--- src/rtl/scbm_pkg.sv ---
package scbm_pkg;

  // ----------------------------------------------------------------
  // Widths
  // ----------------------------------------------------------------
  localparam int CHAN_W   = 8;
  localparam int HDR_W    = 40;
  localparam int OFFS_W   = 16;
  localparam int QUAL_W   = 8;
  localparam int CNT_W    = 8;
  localparam int TMO_W    = 20;

  // ----------------------------------------------------------------
  // Timing
  // ----------------------------------------------------------------
  localparam int CLK_MHZ      = 250;
  localparam int OP_TMO_US    = 1000;
  localparam int OP_TMO_CYC   = OP_TMO_US * CLK_MHZ;

  // ----------------------------------------------------------------
  // Reset values
  // ----------------------------------------------------------------
  localparam logic [CHAN_W-1:0] CHAN_RST = 8'h00;
  localparam logic [CNT_W-1:0]  CNT_RST  = 8'h00;

  // ----------------------------------------------------------------
  // Enumerations
  // ----------------------------------------------------------------
  typedef enum logic [1:0] {
    SCBM_SCAN_ONLY,
    SCBM_SCAN_OUTSIDE_BP,
    SCBM_SCAN_WHILE_INACTIVE,
    SCBM_SCAN_DISABLED
  } scbm_scan_state_t;

  typedef enum logic [1:0] {
    SCBM_SUCCESS,
    SCBM_FAILURE,
    SCBM_FAIL_NO_FREE_SLOTS
  } scbm_result_t;

  typedef enum logic [1:0] {
    SCBM_NEIGHBOUR,
    SCBM_ALIEN,
    SCBM_OWN
  } scbm_origin_t;

  // ----------------------------------------------------------------
  // Carriers
  // ----------------------------------------------------------------
  typedef struct packed {
    logic [CHAN_W-1:0] channel_select;
    scbm_scan_state_t  scan_state;
  } scbm_scan_req_t;

  typedef struct packed {
    logic [HDR_W-1:0]  header;
    logic [CHAN_W-1:0] channel_select;
    logic [OFFS_W-1:0] beacon_start_offset_us;
    logic [QUAL_W-1:0] link_quality_value;
    logic [QUAL_W-1:0] rx_signal_strength_value;
  } scbm_rx_info_t;

  typedef struct packed {
    logic [CHAN_W-1:0] channel_select;
    logic [CNT_W-1:0]  chan_switch_announce_count;
  } scbm_chg_req_t;

endpackage : scbm_pkg

--- src/rtl/scbm_ctrl.sv ---
// How it works
// - Scan request starts move to requested state
// - Scan confirm only after entry or failure
// - Scan timeout reports failure, else success
// - Header indication only while scan not disabled
// - Offset is sixteen bit microsecond count
// - Link quality and strength are eight bits
// - Beacon class is neighbour, alien or own
// - Start results: success, failure, fail_no_free_slots; stop: success, failure
// - Announce count is zero to 255
// - Merge countdown is zero to 255
// - Start request begins beacons on given channel
// - Start confirm after first beacon or failure
// - Start timeout reports failure
// - Stop request ends beacons at once
// - Stop success after one beacon-free period
// - Stop timeout reports failure
// - Channel change moves beacons and all frames
// - Change elements sent in count superframes
// - Switch at end of zero-countdown superframe
// - Four scan states, disabled after reset
// - Scan-only raises txrx_inhibit_q and stops beacon transmit; receive indications still pass
// - Change success after one good period
module scbm_ctrl #(
  parameter int unsigned TMO_CYCLES = scbm_pkg::OP_TMO_CYC
) (
  input  wire logic                              ref_clk,
  input  wire logic                              resetn,
  input  wire logic                              scan_req_valid,
  input  wire scbm_pkg::scbm_scan_req_t          scan_req,
  input  wire logic                              scan_entered,
  output logic                                   scan_cmd_valid_q,
  output scbm_pkg::scbm_scan_req_t               scan_cmd_q,
  output scbm_pkg::scbm_scan_state_t             scan_state_q,
  output logic                                   scan_cfm_valid_q,
  output scbm_pkg::scbm_result_t                 scan_cfm_result_q,
  output logic                                   txrx_inhibit_q,
  input  wire logic                              hdr_rx_valid,
  input  wire scbm_pkg::scbm_rx_info_t           hdr_rx,
  output logic                                   hdr_ind_valid_q,
  output scbm_pkg::scbm_rx_info_t                hdr_ind_q,
  input  wire logic                              start_req_valid,
  input  wire logic [scbm_pkg::CHAN_W-1:0]       start_req_channel,
  input  wire logic                              stop_req_valid,
  input  wire logic                              chg_req_valid,
  input  wire scbm_pkg::scbm_chg_req_t           chg_req,
  input  wire logic                              bp_start,
  input  wire logic                              sf_end,
  input  wire logic                              beacon_tx_ok,
  input  wire logic                              beacon_rx_ok,
  input  wire logic                              beacon_rx_alien,
  input  wire logic                              no_free_slots,
  output logic                                   beacon_tx_en_q,
  output logic [scbm_pkg::CHAN_W-1:0]            active_channel_q,
  output logic                                   chan_ie_en_q,
  output logic [scbm_pkg::CNT_W-1:0]             chan_countdown_q,
  output logic                                   start_cfm_valid_q,
  output logic                                   stop_cfm_valid_q,
  output logic                                   chg_cfm_valid_q,
  output scbm_pkg::scbm_result_t                 bcn_cfm_result_q,
  output logic                                   bcn_ind_valid_q,
  output scbm_pkg::scbm_origin_t                 beacon_origin_class_q,
  input  wire logic                              merge_ie_rx_valid,
  input  wire logic [scbm_pkg::CNT_W-1:0]        merge_ie_countdown,
  output logic                                   merge_ind_valid_q,
  output logic [scbm_pkg::CNT_W-1:0]             merge_countdown_q
);

  localparam logic [scbm_pkg::TMO_W-1:0] TMO_LAST = scbm_pkg::TMO_W'(TMO_CYCLES - 1);

  // ----------------------------------------------------------------
  // Scan state change
  // ----------------------------------------------------------------
  typedef enum logic {SCBM_SC_IDLE, SCBM_SC_WAIT} scbm_sc_t;

  scbm_sc_t                          sc_q, sc_d;
  scbm_pkg::scbm_scan_state_t        scan_state_d;
  scbm_pkg::scbm_scan_req_t          scan_cmd_d;
  logic                              scan_cmd_valid_d;
  logic [scbm_pkg::TMO_W-1:0]        scan_tmo_q, scan_tmo_d;
  logic                              scan_cfm_valid_d;
  scbm_pkg::scbm_result_t            scan_cfm_result_d;
  logic                              txrx_inhibit_d;

  always_comb begin
    sc_d              = sc_q;
    scan_state_d      = scan_state_q;
    scan_cmd_d        = scan_cmd_q;
    scan_cmd_valid_d  = 1'b0;
    scan_tmo_d        = scan_tmo_q;
    scan_cfm_valid_d  = 1'b0;
    scan_cfm_result_d = scan_cfm_result_q;
    unique case (sc_q)
      SCBM_SC_IDLE: begin
        if (scan_req_valid) begin
          sc_d             = SCBM_SC_WAIT;
          scan_cmd_d       = scan_req;
          scan_cmd_valid_d = 1'b1;
          scan_tmo_d       = '0;
        end
      end
      SCBM_SC_WAIT: begin
        scan_tmo_d = scan_tmo_q + 1'b1;
        if (scan_entered) begin
          sc_d              = SCBM_SC_IDLE;
          scan_state_d      = scan_cmd_q.scan_state;
          scan_cfm_valid_d  = 1'b1;
          scan_cfm_result_d = scbm_pkg::SCBM_SUCCESS;
        end else if (scan_tmo_q == TMO_LAST) begin
          sc_d              = SCBM_SC_IDLE;
          scan_cfm_valid_d  = 1'b1;
          scan_cfm_result_d = scbm_pkg::SCBM_FAILURE;
        end
      end
    endcase
    // Scan-only owns the radio; the beacon side is gated below as well
    txrx_inhibit_d = (scan_state_d == scbm_pkg::SCBM_SCAN_ONLY);
  end

  always_ff @(posedge ref_clk or negedge resetn) begin
    if (!resetn) begin
      sc_q              <= SCBM_SC_IDLE;
      scan_state_q      <= scbm_pkg::SCBM_SCAN_DISABLED;
      scan_cmd_q        <= '{scbm_pkg::CHAN_RST, scbm_pkg::SCBM_SCAN_DISABLED};
      scan_cmd_valid_q  <= 1'b0;
      scan_tmo_q        <= '0;
      scan_cfm_valid_q  <= 1'b0;
      scan_cfm_result_q <= scbm_pkg::SCBM_SUCCESS;
      txrx_inhibit_q    <= 1'b0;
    end else begin
      sc_q              <= sc_d;
      scan_state_q      <= scan_state_d;
      scan_cmd_q        <= scan_cmd_d;
      scan_cmd_valid_q  <= scan_cmd_valid_d;
      scan_tmo_q        <= scan_tmo_d;
      scan_cfm_valid_q  <= scan_cfm_valid_d;
      scan_cfm_result_q <= scan_cfm_result_d;
      txrx_inhibit_q    <= txrx_inhibit_d;
    end
  end

  // ----------------------------------------------------------------
  // Beacon start, stop and channel change
  // ----------------------------------------------------------------
  typedef enum logic [2:0] {
    SCBM_BC_OFF, SCBM_BC_STARTING, SCBM_BC_ON, SCBM_BC_STOPPING,
    SCBM_BC_ANNOUNCE, SCBM_BC_VERIFY
  } scbm_bc_t;

  scbm_bc_t                          bc_q, bc_d;
  logic                              beacon_tx_en_d;
  logic [scbm_pkg::CHAN_W-1:0]       active_channel_d, new_chan_q, new_chan_d;
  logic [scbm_pkg::CNT_W-1:0]        ie_cnt_q, ie_cnt_d;
  logic                              chan_ie_en_d;
  logic [scbm_pkg::CNT_W-1:0]        chan_countdown_d;
  logic                              bp_seen_q, bp_seen_d, tx_seen_q, tx_seen_d;
  logic                              rx_seen_q, rx_seen_d;
  logic [scbm_pkg::TMO_W-1:0]        bc_tmo_q, bc_tmo_d;
  logic                              start_cfm_d, stop_cfm_d, chg_cfm_d;
  scbm_pkg::scbm_result_t            bcn_res_d;
  logic                              bc_expire;

  assign bc_expire = (bc_tmo_q == TMO_LAST);

  always_comb begin
    bc_d             = bc_q;
    active_channel_d = active_channel_q;
    new_chan_d       = new_chan_q;
    ie_cnt_d         = ie_cnt_q;
    bp_seen_d        = bp_seen_q;
    tx_seen_d        = tx_seen_q | beacon_tx_ok;
    rx_seen_d        = rx_seen_q | beacon_rx_ok;
    bc_tmo_d         = bc_tmo_q + 1'b1;
    start_cfm_d      = 1'b0;
    stop_cfm_d       = 1'b0;
    chg_cfm_d        = 1'b0;
    bcn_res_d        = bcn_cfm_result_q;
    unique case (bc_q)
      SCBM_BC_OFF: begin
        if (start_req_valid) begin
          bc_d             = SCBM_BC_STARTING;
          active_channel_d = start_req_channel;
          bc_tmo_d         = '0;
        end
      end
      SCBM_BC_STARTING: begin
        if (beacon_tx_ok) begin
          bc_d        = SCBM_BC_ON;
          start_cfm_d = 1'b1;
          bcn_res_d   = scbm_pkg::SCBM_SUCCESS;
        end else if (no_free_slots) begin
          bc_d        = SCBM_BC_OFF;
          start_cfm_d = 1'b1;
          bcn_res_d   = scbm_pkg::SCBM_FAIL_NO_FREE_SLOTS;
        end else if (bc_expire) begin
          bc_d        = SCBM_BC_OFF;
          start_cfm_d = 1'b1;
          bcn_res_d   = scbm_pkg::SCBM_FAILURE;
        end
      end
      SCBM_BC_ON: begin
        if (stop_req_valid) begin
          bc_d      = SCBM_BC_STOPPING;
          bp_seen_d = 1'b0;
          tx_seen_d = 1'b0;
          bc_tmo_d  = '0;
        end else if (chg_req_valid) begin
          bc_d       = SCBM_BC_ANNOUNCE;
          new_chan_d = chg_req.channel_select;
          ie_cnt_d   = chg_req.chan_switch_announce_count;
        end
      end
      SCBM_BC_STOPPING: begin
        // A period counts only from its own start, so a partial one is skipped
        // A beacon on the period start belongs to the new period, so it is kept
        if (bp_start) begin
          bp_seen_d = 1'b1;
          tx_seen_d = beacon_tx_ok;
        end
        if (bp_start && bp_seen_q && !tx_seen_q) begin
          bc_d       = SCBM_BC_OFF;
          stop_cfm_d = 1'b1;
          bcn_res_d  = scbm_pkg::SCBM_SUCCESS;
        end else if (bc_expire) begin
          bc_d       = SCBM_BC_OFF;
          stop_cfm_d = 1'b1;
          bcn_res_d  = scbm_pkg::SCBM_FAILURE;
        end
      end
      SCBM_BC_ANNOUNCE: begin
        if (sf_end) begin
          if (ie_cnt_q <= 8'h01) begin
            bc_d             = SCBM_BC_VERIFY;
            active_channel_d = new_chan_q;
            bp_seen_d        = 1'b0;
            bc_tmo_d         = '0;
          end else begin
            ie_cnt_d = ie_cnt_q - 1'b1;
          end
        end
      end
      SCBM_BC_VERIFY: begin
        if (bp_start) begin
          bp_seen_d = 1'b1;
          tx_seen_d = beacon_tx_ok;
          rx_seen_d = beacon_rx_ok;
        end
        if (bp_start && bp_seen_q && tx_seen_q && rx_seen_q) begin
          bc_d      = SCBM_BC_ON;
          chg_cfm_d = 1'b1;
          bcn_res_d = scbm_pkg::SCBM_SUCCESS;
        end else if (bc_expire) begin
          bc_d      = SCBM_BC_ON;
          chg_cfm_d = 1'b1;
          bcn_res_d = scbm_pkg::SCBM_FAILURE;
        end
      end
      default: bc_d = SCBM_BC_OFF;
    endcase
    beacon_tx_en_d   = (bc_d != SCBM_BC_OFF) && (bc_d != SCBM_BC_STOPPING) && !txrx_inhibit_d;
    chan_ie_en_d     = (bc_d == SCBM_BC_ANNOUNCE) && (ie_cnt_d != 8'h00);
    chan_countdown_d = chan_ie_en_d ? ie_cnt_d - 1'b1 : scbm_pkg::CNT_RST;
  end

  always_ff @(posedge ref_clk or negedge resetn) begin
    if (!resetn) begin
      bc_q              <= SCBM_BC_OFF;
      beacon_tx_en_q    <= 1'b0;
      active_channel_q  <= scbm_pkg::CHAN_RST;
      new_chan_q        <= scbm_pkg::CHAN_RST;
      ie_cnt_q          <= scbm_pkg::CNT_RST;
      chan_ie_en_q      <= 1'b0;
      chan_countdown_q  <= scbm_pkg::CNT_RST;
      bp_seen_q         <= 1'b0;
      tx_seen_q         <= 1'b0;
      rx_seen_q         <= 1'b0;
      bc_tmo_q          <= '0;
      start_cfm_valid_q <= 1'b0;
      stop_cfm_valid_q  <= 1'b0;
      chg_cfm_valid_q   <= 1'b0;
      bcn_cfm_result_q  <= scbm_pkg::SCBM_SUCCESS;
    end else begin
      bc_q              <= bc_d;
      beacon_tx_en_q    <= beacon_tx_en_d;
      active_channel_q  <= active_channel_d;
      new_chan_q        <= new_chan_d;
      ie_cnt_q          <= ie_cnt_d;
      chan_ie_en_q      <= chan_ie_en_d;
      chan_countdown_q  <= chan_countdown_d;
      bp_seen_q         <= bp_seen_d;
      tx_seen_q         <= tx_seen_d;
      rx_seen_q         <= rx_seen_d;
      bc_tmo_q          <= bc_tmo_d;
      start_cfm_valid_q <= start_cfm_d;
      stop_cfm_valid_q  <= stop_cfm_d;
      chg_cfm_valid_q   <= chg_cfm_d;
      bcn_cfm_result_q  <= bcn_res_d;
    end
  end

  // ----------------------------------------------------------------
  // Indications
  // ----------------------------------------------------------------
  logic                              hdr_ind_valid_d, bcn_ind_valid_d, merge_ind_valid_d;
  scbm_pkg::scbm_rx_info_t           hdr_ind_d;
  scbm_pkg::scbm_origin_t            origin_d;
  logic [scbm_pkg::CNT_W-1:0]        merge_countdown_d;

  always_comb begin
    hdr_ind_valid_d   = hdr_rx_valid && (scan_state_q != scbm_pkg::SCBM_SCAN_DISABLED);
    hdr_ind_d         = hdr_ind_valid_d ? hdr_rx : hdr_ind_q;
    bcn_ind_valid_d   = beacon_tx_ok || beacon_rx_ok;
    // Own transmission wins when both land in one cycle; the receive is dropped
    origin_d          = beacon_tx_ok    ? scbm_pkg::SCBM_OWN :
                        beacon_rx_alien ? scbm_pkg::SCBM_ALIEN : scbm_pkg::SCBM_NEIGHBOUR;
    if (!bcn_ind_valid_d) begin
      origin_d = beacon_origin_class_q;
    end
    merge_ind_valid_d = merge_ie_rx_valid;
    merge_countdown_d = merge_ie_rx_valid ? merge_ie_countdown : merge_countdown_q;
  end

  always_ff @(posedge ref_clk or negedge resetn) begin
    if (!resetn) begin
      hdr_ind_valid_q       <= 1'b0;
      hdr_ind_q             <= '0;
      bcn_ind_valid_q       <= 1'b0;
      beacon_origin_class_q <= scbm_pkg::SCBM_NEIGHBOUR;
      merge_ind_valid_q     <= 1'b0;
      merge_countdown_q     <= scbm_pkg::CNT_RST;
    end else begin
      hdr_ind_valid_q       <= hdr_ind_valid_d;
      hdr_ind_q             <= hdr_ind_d;
      bcn_ind_valid_q       <= bcn_ind_valid_d;
      beacon_origin_class_q <= origin_d;
      merge_ind_valid_q     <= merge_ind_valid_d;
      merge_countdown_q     <= merge_countdown_d;
    end
  end
endmodule : scbm_ctrl

--- config.mk ---
export PLATFORM = sky130hd
export DESIGN_NAME = scbm_ctrl
export DESIGN_NICKNAME = d
export VERILOG_FILES = /design/src/rtl/scbm_pkg.sv /design/src/rtl/scbm_ctrl.sv
export SDC_FILE = /design/constraint.sdc
export NUM_CORES = 1
export LEC_CHECK = 0
export ABC_CLOCK_PERIOD_IN_PS = 3600
export BUFFER_PORTS_ARGS = -buffer_cell sky130_fd_sc_hd__buf_2
export CORE_UTILIZATION = 50
export DETAILED_ROUTE_END_ITERATION = 6
export PLACE_DENSITY = 0.76
export SYNTH_ARGS = -nofsm -noshare
export SYNTH_HDL_FRONTEND = slang
export SYNTH_SLANG_ARGS = --single-unit
--- constraint.sdc ---
create_clock -name ref_clk -period 3.6 [get_ports ref_clk]
set_input_delay 0.72 -clock ref_clk [delete_from_list [all_inputs] [get_ports ref_clk]]
set_output_delay 0.72 -clock ref_clk [all_outputs]
set_load 0.05 [all_outputs]
* Word-level counts from Yosys, hierarchy flattened *
Index checks and enable logic that the tools add are counted.

storage, ports and cells
  word-level logic and storage cells = 151
  bits in registers = 196
  bits of input ports = 137

operators by class
  equality and inequality tests = 16
  magnitude comparators = 1
  muxes and demuxes = 67
  reduce and logical (&&, ||, !) cells = 25
  add/subtract/negate cells = 4
  bitwise operators = 4

operators by type and width
  operator                                                        number
  two-way mux 20 bit                                              5
  two-way mux 8 bit                                               8
  case mux 20 bit (3 select lines)                                1
  adder 20 x 1 -> 20 bit, second input constant                   2
  == test 20 x 18 -> 1 bit, second input constant                 2
  case mux 20 bit (2 select lines)                                1
  two-way mux 3 bit                                               11
  case mux 8 bit (2 select lines)                                 2
  two-way mux 1 bit                                               24
  two-way mux 2 bit                                               10
  case mux 3 bit (6 select lines)                                 1
  subtractor 8 x 1 -> 8 bit, second input constant                2
  inequality test 2 bit, second input constant                    6
  == test 3 bit, second input constant                            3
  nonzero test 3 bit                                              3
  less-or-equal comparator 8 x 1 -> 1 bit, second input constant  1
  logical AND 1 bit                                               8
  nonzero test 8 bit                                              1
  == test 3 x 2 -> 1 bit, second input constant                   2
  case mux 2 bit (3 select lines)                                 1
  AND reduction 5 bit                                             1
  case mux 1 bit (2 select lines)                                 2
  AND reduction 2 bit                                             2
  AND reduction 4 bit                                             1
  13 further kinds                                                17

* Longest topological paths before layout *
Gate-level depths: netlist (run 1).

  depth in word-level cells = 8
  mapped depth = 13

* Least setup slack after synthesis (run 1) *
Ideal clock, no wire load.

  path kind = input-to-reg
  from = input port chg_req_valid
  to = register chan_countdown_q[7] in the netlist's numbering
  slack = 0.836 ns
  path buffers = 4
  stages = 11
  library setup time = 0.083 ns
  arrival time = 2.681 ns
  cells stage by stage = nor2b_1 > clkbuf_1 > and2_1 > clkbuf_1 > clkbuf_1 > o2bb2ai_1 > a21oi_1 > ha_1 > a311o_1 > buf_6 > nor3_4

between the ends
  cells in the longest elaborated chain, start to end = 6
  elaborated cells on any way between the ends = 11
  classes of those cells = add/sub (1); eq/ne (1); mux (7); reduce/logical (2)

RTL lines
  item                                                               line              source
  start, declared                                                    scbm_ctrl.sv:45   input wire logic chg_req_valid,
  branches (longest 5 deep; another with subtractor 8 x 1 -> 8 bit)  n/a
  two-way mux 8 bit (*)                                              scbm_ctrl.sv:262  chan_countdown_d = chan_ie_en_d ? ie_cnt_d - 1'b1 : scbm_pkg::CNT_RST;
  named net chan_countdown_d, one bit                                scbm_ctrl.sv:155  logic [scbm_pkg::CNT_W-1:0] chan_countdown_d;
  end signal, assigned                                               scbm_ctrl.sv:273  chan_countdown_q <= scbm_pkg::CNT_RST;
  end signal, assigned                                               scbm_ctrl.sv:289  chan_countdown_q <= chan_countdown_d;
  end, declared                                                      scbm_ctrl.sv:56   output logic [scbm_pkg::CNT_W-1:0] chan_countdown_q,

Mark *: on every way through the listed nets, which the timed path passes.
A chain may end at the register's enable or synchronous reset.

* Worst setup path after layout (run 1) *
  from = register bc_q[2]
  to = register chan_countdown_q[7] in the netlist's numbering

between the ends
  elaborated cells on any way between the ends = 24
  classes of those cells = add/sub (1); eq/ne (6); mux (14); reduce/logical (3)

RTL lines
  item                                                               line              source
  start, declared                                                    scbm_ctrl.sv:150  scbm_bc_t bc_q, bc_d;
  start signal, assigned                                             scbm_ctrl.sv:267  bc_q <= SCBM_BC_OFF;
  start signal, assigned                                             scbm_ctrl.sv:283  bc_q <= bc_d;
  == test 3 bit or == test 3 x 2 -> 1 bit (tied branches)            scbm_ctrl.sv:178  unique case (bc_q)
  case mux 8 bit (2 select lines) (*)                                scbm_ctrl.sv:178
  named net ie_cnt_d, one bit                                        scbm_ctrl.sv:153  logic [scbm_pkg::CNT_W-1:0] ie_cnt_q, ie_cnt_d;
  branches (longest 2 deep; another with subtractor 8 x 1 -> 8 bit)  n/a
  two-way mux 8 bit (*)                                              scbm_ctrl.sv:262
  named net chan_countdown_d, one bit                                scbm_ctrl.sv:155

Marked as above.

==> flow_summary.yaml, run 1 <==
clock_tree:
  cts_max_path_buffers: 2
  cts_buffers: 17
  post-cts-setup-buffers: 0
  ctsHoldBuffers: 0
  cts_tree: "done"
  cts_sinks: 195
  cts_resized: 0
  clk_latency_ps: 420
  cts.reportedPaths.clkPinSlew_ps: 70
  root_buffer: "clkbuf_16"
  htreeDepth: 4
critical_path:
  required_ps: 3950
  timing.rr.start: "bc_q[2]"
  worstPathArrival_ps: 3450
  endpoint_kind: "register"
  slowest_stage: "or3b_1"
  critPathKind: "register to register"
  startpoint_type: "register"
  critPathMaxStageDelay_ps: 580
  crit_chain: "or3b_1 > or4_1 > or3_1 > nand3_2 > and3b_1 > a311o_1 > nor3_4"
  startpoint: "bc_q[2]"
  worst-path-max-fanout: 14
synth:
  yosys_warnings: 0
  synth_area_leaders: "dfrtp_1, mux2_2, nand2_1"
  synth-edff-count: 0
  ys.flop_type: "dfrtp_1"
  ys_ff_latch: 195
  synthCells: 697
  yosys.area.top_type: "dfrtp_1"
  ys_types: 62
  syn_nets: 840
  postSynthAreaPerCell_um2: 11.9
  async_reset_ff_frac: 1.00
  netlist_area_um2: 8280
  synth_top_area_frac: 0.577
  yosysSeqAreaShare: 0.590
  yosys.cell_count.top_type: "dfrtp_1"
  netlist_top_cells_count: "dfrtp_1, mux2_2, nand2_1, nor2_1, nand3_1"
timing:
  post-route-min-period_ps: 3110
  timing.fmax_mhz: 322
  relSlewSlack: 0.456
  hold_slack_ps: 308
  timing.final.crit_share: 0.863
  hold_viol: 0
  worstMarginPinSlew_ps: 814
  setup_tns_ps: 0
  clock_skew_ps: 7.65
  finalSetupViolations: 0
  rsz0062_at_grt: "false"
  final_max_slew_viol_count: 0
final_layout:
  final_util: 0.655
  seq_area_um2: 4880
  multi_input_area_um2: 3200
  area_growth_syn_to_layout_pct: 26.6
  drive_above_1_share: 0.436
  diodes: 0
  final_nets: 1113
  fillers: 1303
grt:
  overflow: 0
  grt_pass1_wl_mm: 29.0
  grt_pass1_vias: 5962
  antenna_found_initial: 0
  grt_max_degree: 79
  track_usage: 0.219
power:
  intPower_mw: 4.97
  seq_power_share: 0.357
  switchingPower_mw: 4.08
  ir_drop_uv: 386
  swShare: 0.451
  power_mw: 9.05
  p_leak_nw: 5.04
  powerDensity_nw_per_um2: 864
  clkPwrFrac: 0.196
  power_frac_comb: 0.447
routing:
  viasPerCell: 5.28
  routedWlPerCell_um: 15.5
  wirelength_mm: 18.5
  drc_errors: 0
  final_antenna_net_count: 0
  vias: 6333
  first_pass_iters: 5
  drtIter0Drc: 323
floorplan:
  initial_core_util: 0.517
  core_um2: 16000
  dieArea_um2: 17100
  die_y_um: 131
  rows: 46
  num_io_pins: 270
  die_w_um: 131
worst_hold_path:
  hp-class: "input pin to async pin"
flow_run:
  cap_violations: 0
place:
  place_hpwl_mm: 13.7
  portBuffers: 268
  gp_congestion: 0.932
status:
  status: "completed"
[logic make-up after synthesis]
| kind of cell | count (synthesis) | synth area share |
|---|---|---|
| simple gates | 237 | 0.142 |
| flops | 195 | 0.590 |
| mux | 107 | 0.145 |
| compound gates | 79 | 0.0652 |
| buf+inv | 49 | 0.0245 |
| xor+xnor | 23 | 0.0243 |
| fa+ha+maj | 6 | 0.00907 |
| other cells | 1 | 0.000453 |
[cells in the final DEF, fill, tap and decap left out, drive strengths merged, types with 6 or more instances in the layout]
cell,n
a21oi,16
a31oi,12
and3,8
buf,282
clkbuf,19
dfrtp,191
ha,6
inv,26
mux2,100
mux2i,7
nand2,74
nand2b,7
nand3,31
nand4,12
nor2,55
nor2b,7
nor3,9
o211ai,6
o21ai,15
xnor2,14
xor2,9
[routing by layer]
layer  share of wire  GRT usage  routed length [um]
met4           0.021     0.0879                 395
met1            0.42      0.282                7840
met2            0.50      0.356                9180
met5               0          0                   0
met3           0.061     0.0529                1120
[sequential cells by signal, indices dropped and copies added, names as in the netlist, 2 cells and up]
signal and flops:
active_channel_q 8, bc_q 3, bc_tmo_q 20, bcn_cfm_result_q 2, beacon_origin_class_q 2, chan_countdown_q 8
hdr_ind_q 80, ie_cnt_q 8, merge_countdown_q 8, new_chan_q 8, scan_cmd_q 10, scan_state_q 2
scan_tmo_q 20
[power groups by stage]
stage / Clock, mW / Combinational [mW] / Sequential (mW)
2_1_floorplan: 0 / 1.41 / 4.88
3_3_place_gp: 0 / 4.02 / 3.25
3_5_place_dp: 0 / 4.05 / 3.27
4_1_cts: 1.82 / 4.07 / 3.24
5_1_grt: 1.90 / 4.32 / 3.33
6_report: 1.77 / 4.04 / 3.24
[metrics by stage]
step,area (um2),setup WS (ps),instances
after floorplan,8280,836,697
after global placement,9920,565,1167
after detailed placement,9920,513,1167
after CTS,10500,503,1199
after global routing,10500,255,1199
final,10500,494,1199
[worst paths after layout]
kind | cells past startpoint | to | slack, ps
max | 7 | chan_countdown_q[7] | 490
min | 1 | hdr_ind_q[40] | 310
max reg2reg | 7 | chan_countdown_q[7] | 490
min reg2reg | 2 | rx_seen_q | 470
max in group asynchronous | 2 | ie_cnt_q[4] | 2480
min in group ref_clk | 2 | rx_seen_q | 470
[layout make-up]
| cell class | instances | area share |
|---|---|---|
| multi-input combinational | 453 | 0.305 |
| clock buffer | 18 | 0.0419 |
| inverter | 20 | 0.00717 |
| timing repair buffer | 283 | 0.142 |
| clock inverter | 14 | 0.0115 |
| tap | 216 | 0.0258 |
| sequential | 195 | 0.466 |
[worst max-delay path, delay by kind of cell, from the launching register on]
kind	cells	cell delay [ps]
compound gates	1	460
flops	1	570
simple gates	6	1990
No activity file was read; power rests on OpenSTA's default activity.
==> run 2: changes to the inputs <==
- ABC_AREA: unset -> 1
- PLACE_DENSITY: 0.76 -> 0.75
==> flow_summary.yaml, run 2 <==
clock_tree:
  cts_sinks: 195
  cts_resized: 0
  cts_max_path_buffers: 2
  htreeDepth: 4
  post-cts-setup-buffers: 0
  ctsHoldBuffers: 0
  cts_buffers: 17
  cts.reportedPaths.clkPinSlew_ps: 80
  clk_latency_ps: 430
  root_buffer: "clkbuf_16"
  cts_tree: "done"
routing:
  first_pass_iters: 4
  routedWlPerCell_um: 14.6
  met1_length_mm: 9.46
  vias: 7542
  wirelength_mm: 22.1
  drc_errors: 0
  drtIter0Drc: 439
  wl_met3_mm: 1.30
  viasPerCell: 4.97
  top_layer: "met4"
  final_antenna_net_count: 0
  dr_wl_met2_mm: 10.8
synth:
  synth-edff-count: 0
  netlist_area_um2: 8610
  synthCells: 1015
  synth_top_area_frac: 0.555
  yosys.cell_count.top_type: "nand2_1"
  ys.flop_type: "dfrtp_1"
  synth_area_leaders: "dfrtp_1, nand2_1, nor2_1"
  yosysSeqAreaShare: 0.567
  ys_types: 45
  syn_nets: 1158
  postSynthAreaPerCell_um2: 8.49
  async_reset_ff_frac: 1.00
  ys_ff_latch: 195
  netlist_top_cells_count: "nand2_1, dfrtp_1, nor2_1, inv_1, nand3_1"
  yosys.area.top_type: "dfrtp_1"
  yosys_warnings: 0
floorplan:
  core_um2: 16700
  rows: 47
  num_io_pins: 270
  initial_core_util: 0.516
  dieArea_um2: 17800
  die_y_um: 133
  die_w_um: 133
final_layout:
  final_nets: 1425
  largestRegisters: "hdr_ind_q: 80 flops, bc_tmo_q: 20 flops, scan_tmo_q: 20 flops"
  final_common_cell: "nand2_1"
  multi_input_area_um2: 3280
  instances_no_fill: 1518
  fillers: 1449
  final_cell_mix: "nand2_1, buf_2, dfrtp_1"
  area_growth_syn_to_layout_pct: 24.9
  regMostFlops: "hdr_ind_q"
  largest_reg_flops: 80
  drive_above_1_share: 0.279
  seq_area_um2: 4880
status:
  status: "completed"
timing:
  setup_tns_ps: 0
  hold_viol: 0
  hold_slack_ps: 316
  finalSetupViolations: 0
  final_max_slew_viol_count: 0
  clock_skew_ps: 12.4
  rsz0062_at_grt: "false"
  timing.final.crit_share: 0.671
  worstMarginPinSlew_ps: 845
  fin_ws_ps: 1180
  post-route-min-period_ps: 2420
  timing.fmax_mhz: 414
  relSlewSlack: 0.437
worst_hold_path:
  hp-class: "input pin to async pin"
power:
  switchingPower_mw: 4.07
  power_mw: 8.65
  clkPwrFrac: 0.210
  p_leak_nw: 5.91
  ir_drop_uv: 426
  power_frac_comb: 0.438
  swShare: 0.471
  intPower_mw: 4.58
  powerDensity_nw_per_um2: 804
  seq_power_share: 0.352
place:
  place_hpwl_mm: 16.6
  portBuffers: 268
  gp_congestion: 0.896
  dp_slack_ps: 806
  placed_cells: 1483
flow_run:
  cap_violations: 0
critical_path:
  worstPathArrival_ps: 2740
  endpoint_kind: "register"
  timing.rr.start: "bc_q[0]"
  critPathKind: "register to register"
  startpoint_type: "register"
  required_ps: 3920
  worst-path-max-fanout: 15
  startpoint: "bc_q[0]"
grt:
  grt_max_degree: 89
  grt_pass1_wl_mm: 35.7
  track_usage: 0.257
  grt_pass1_vias: 7221
  antenna_found_initial: 3
  overflow: 0
## run 2: changes by cell type after synthesis, sizes merged, moves of 6 or more
cell / change
a21oi: +6
and3: -8
inv: +63
mux2: -90
nand2: +358
nand2b: -7
nand3: +16
nor2: +36
nor2b: -7
nor3: +6
o211ai: -6
o21ai: +17
xnor2: -13
## run 2: kinds of logic (layout without fill, tap and decap cells)
| logic type | Yosys count | in the layout | synth area share |
|---|---|---|---|
| simple gates | 604 | 604 | 0.294 |
| flops | 195 | 195 | 0.567 |
| buf+inv | 112 | 392 | 0.0523 |
| compound gates | 75 | 75 | 0.0516 |
| mux | 13 | 13 | 0.0166 |
| xor+xnor | 9 | 9 | 0.00915 |
| fa+ha+maj | 6 | 6 | 0.00872 |
| other cells | 1 | 4 | 0.000435 |
## run 2: power groups by stage
| stage | sequential (mW) | clock, mW | combinational (mW) |
|---|---|---|---|
| floorplan | 4.36 | 0 | 1.50 |
| global placement | 3.06 | 0 | 3.73 |
| detailed placement | 3.08 | 0 | 3.79 |
| CTS | 3.04 | 1.85 | 3.80 |
| global route | 3.11 | 1.94 | 4.12 |
| finish | 3.05 | 1.81 | 3.78 |
## run 2: cell type report
class | count | share of cell area
clock buffers | 18 | 0.0399
diodes | 3 | 0.000698
multi-input cells | 708 | 0.305
flip-flops and latches | 195 | 0.454
repair buffers | 277 | 0.133
clock inverters | 14 | 0.0129
well taps | 220 | 0.0256
inverters | 83 | 0.0290
## run 2: path summary, 6_finish.rpt
path / cells past startpoint / slack [ps] / endpoint
worst max register to register: 12 / 1180 / chan_countdown_q[4]
min in group ref_clk: 1 / 460 / bc_tmo_q[0]
worst min-delay path: 1 / 320 / bc_tmo_q[17]
worst max-delay path: 12 / 1180 / chan_countdown_q[4]
max in group asynchronous: 2 / 2320 / hdr_ind_q[10]
worst min register to register: 1 / 460 / bc_tmo_q[0]
## run 2: worst max-delay path, cell delays in order (launching register included)
cell	delay [ps]
dfrtp_1	480
nor2_2	80
nand2_2	290
inv_2	210
nand3_1	170
nand2_1	100
a21oi_4	200
ha_1	190
inv_1	70
nor2_1	190
nand2_1	110
xor2_1	150
nor2_1	60
## run 2: per-stage QoR
| stage | utilization | area [um2] |
|---|---|---|
| after floorplan | - | 8610 |
| after global placement | 0.610 | 10200 |
| after detailed placement | 0.610 | 10200 |
| after CTS | 0.644 | 10800 |
| after global routing | 0.644 | 10800 |
| final | 0.644 | 10800 |
## run 2: per-layer routing
layer | GRT usage | vias up
met1 | 0.332 | 3522
li1 | - | 3732
met2 | 0.423 | 255
met3 | 0.0590 | 33
met4 | 0.0947 | 0
met5 | 0 | -
==> run 3: changes to the inputs <==
- ABC_AREA: 1 -> 0
- ABC_CLOCK_PERIOD_IN_PS: 3600 -> 2000
- CORE_UTILIZATION: 50 -> 46
- PLACE_DENSITY: 0.75 -> 0.73
- clock period: 3.6 -> 2 ns (I/O delays scaled with it)
==> flow_summary.yaml, run 3 (same netlist as run 1, synthesis figures left out) <==
status:
  status: "finished with violations"
  violations: "negative setup slack"
power:
  ir_drop_uv: 1080
  powerDensity_nw_per_um2: 1550
  p_leak_nw: 5.66
  power_mw: 18.1
place:
  dp_slack_ps: -643
  place_area_um2: 10700
  portBuffers: 268
  gp_congestion: 0.929
  placed_cells: 1268
  place_hpwl_mm: 15.2
critical_path:
  reg2regPathDepth: 8
  startpoint_type: "register"
  critPathKind: "register to register"
  critPathMaxStageDelay_ps: 510
  crit_chain: "buf_4 > nand4bb_1 > or4_4 > or3_4 > nand3_2 > and3b_2 > a311o_2 > nor2b_1"
  required_ps: 2360
  worst-path-max-fanout: 5
  cp.depth: 8
  reg2reg_to: "chan_countdown_q[3]"
  cp-endpoint: "chan_countdown_q[3]"
  worstPathArrival_ps: 2930
  timing.rr.start: "ie_cnt_q[2]"
  endpoint_kind: "register"
  cp_top_family: "simple AND/OR/NAND/NOR gates"
  startpoint: "ie_cnt_q[2]"
  slowest_stage: "or4_4"
  cp.buffers_inverters: 1
  rrSetupSlack_ps: -570
grt:
  grt_max_degree: 57
  grt_pass1_wl_mm: 32.8
  grt_pass1_vias: 6644
  track_usage: 0.227
  antenna_found_initial: 0
  overflow: 0
floorplan:
  num_io_pins: 270
  die_y_um: 136
  rows: 48
  dieArea_um2: 18500
  die_w_um: 136
  core_um2: 17400
  initial_core_util: 0.475
timing:
  worstMarginPinSlew_ps: 489
  timing.final.crit_share: 1.29
  post-route-min-period_ps: 2570
  hold_viol: 0
  relSlewSlack: 0.672
  finalSetupViolations: 25
  clock_skew_ps: 7.95
  final_max_slew_viol_count: 0
  timing.fmax_mhz: 389
  hold_slack_ps: 170
  rsz0062_at_grt: "true"
  fin_ws_ps: -573
final_layout:
  largest_reg_flops: 80
  final_cell_mix: "buf_2, dfrtp_1, buf_4"
  fin_area_um2: 11600
  largestRegisters: "hdr_ind_q: 80 flops, bc_tmo_q: 20 flops, scan_tmo_q: 20 flops"
  area_growth_syn_to_layout_pct: 40.6
  instances_no_fill: 1317
  drive_above_1_share: 0.522
  final_common_cell: "buf_2"
  diodes: 0
  regMostFlops: "hdr_ind_q"
  final_nets: 1222
worst_hold_path:
  min_path_cells: 3
  hp-class: "input pin to register"
clock_tree:
  cts_tree: "done"
  clk_latency_ps: 420
  htreeDepth: 4
  root_buffer: "clkbuf_16"
  cts_max_path_buffers: 2
  cts_sinks: 195
  cts.reportedPaths.clkPinSlew_ps: 70
  cts_buffers: 17
routing:
  first_pass_iters: 4
  drtIter0Drc: 375
  viasPerCell: 5.14
  final_antenna_net_count: 0
  vias: 6764
  routedWlPerCell_um: 16.1
  drc_errors: 0
  wirelength_mm: 21.2
flow_run:
  cap_violations: 0
run 3: cell types whose count changed in the layout (fill, tap and decap cells not counted), moves of 32 or more:
cell / change
nand2_1: -345
mux2_2: +90
inv_1: -60
nor2_1: -32
buf_4: +105
run 3: final cells by class:
type                            instances  area, um2
Sequential cell                       195       4880
Timing Repair Buffer                  391       2380
Inverter                               20       75.1
Fill cell                            1318       5780
Clock buffer                           18        429
Clock inverter                         14        144
Tap cell                              225        282
Multi-Input combinational cell        454       3440
run 3: worst min path at each step:
stage	endpoint	slack, ps	start
after floorplan	active_channel_q[0]	100	resetn
after global placement	hdr_ind_q[74]	340	resetn
after detailed placement	hdr_ind_q[74]	340	resetn
after CTS	new_chan_q[0]	150	chg_req[8]
after global routing	new_chan_q[0]	160	chg_req[8]
final	new_chan_q[0]	170	chg_req[8]
run 3: report_power, final:
group	switching (mW)	leakage (nW)	internal (mW)
clock	1.56	0.273	1.76
combinational	5.81	2.99	3.22
sequential	0.614	2.39	5.10
total	7.99	5.66	10.1
run 3: per-layer routing:
metal	track usage	up-vias	wire, um
met1	0.276	3283	8680
met5	0	-	0
met4	0.0617	0	367
met2	0.400	223	11000
li1	-	3223	-
met3	0.0552	35	1190
run 3: tightest hold or removal path: stages:
cell and delay [ps]:
buf_2 70, nand2_1 40, nand2_1 50
run 3: stage by stage:
stage | TNS, ps | util
final | -6910 | 0.668
after global routing | -9410 | 0.668
after CTS | -5210 | 0.655
after detailed placement | -6060 | 0.614
after global placement | -5420 | 0.614
after floorplan | -4180 | -
run 3: timing repair:
| item | 4_1_cts | 5_1_grt |
|---|---|---|
| setup buffers | 6 | 10 |
| cloned | 1 | 1 |
| hold buffers | 1 | 0 |
| setup endpoints to repair | 20 | 33 |
| hold endpoints to repair | 32 | 0 |
| pin swaps | 7 | 20 |
| resized for setup | 17 | 29 |
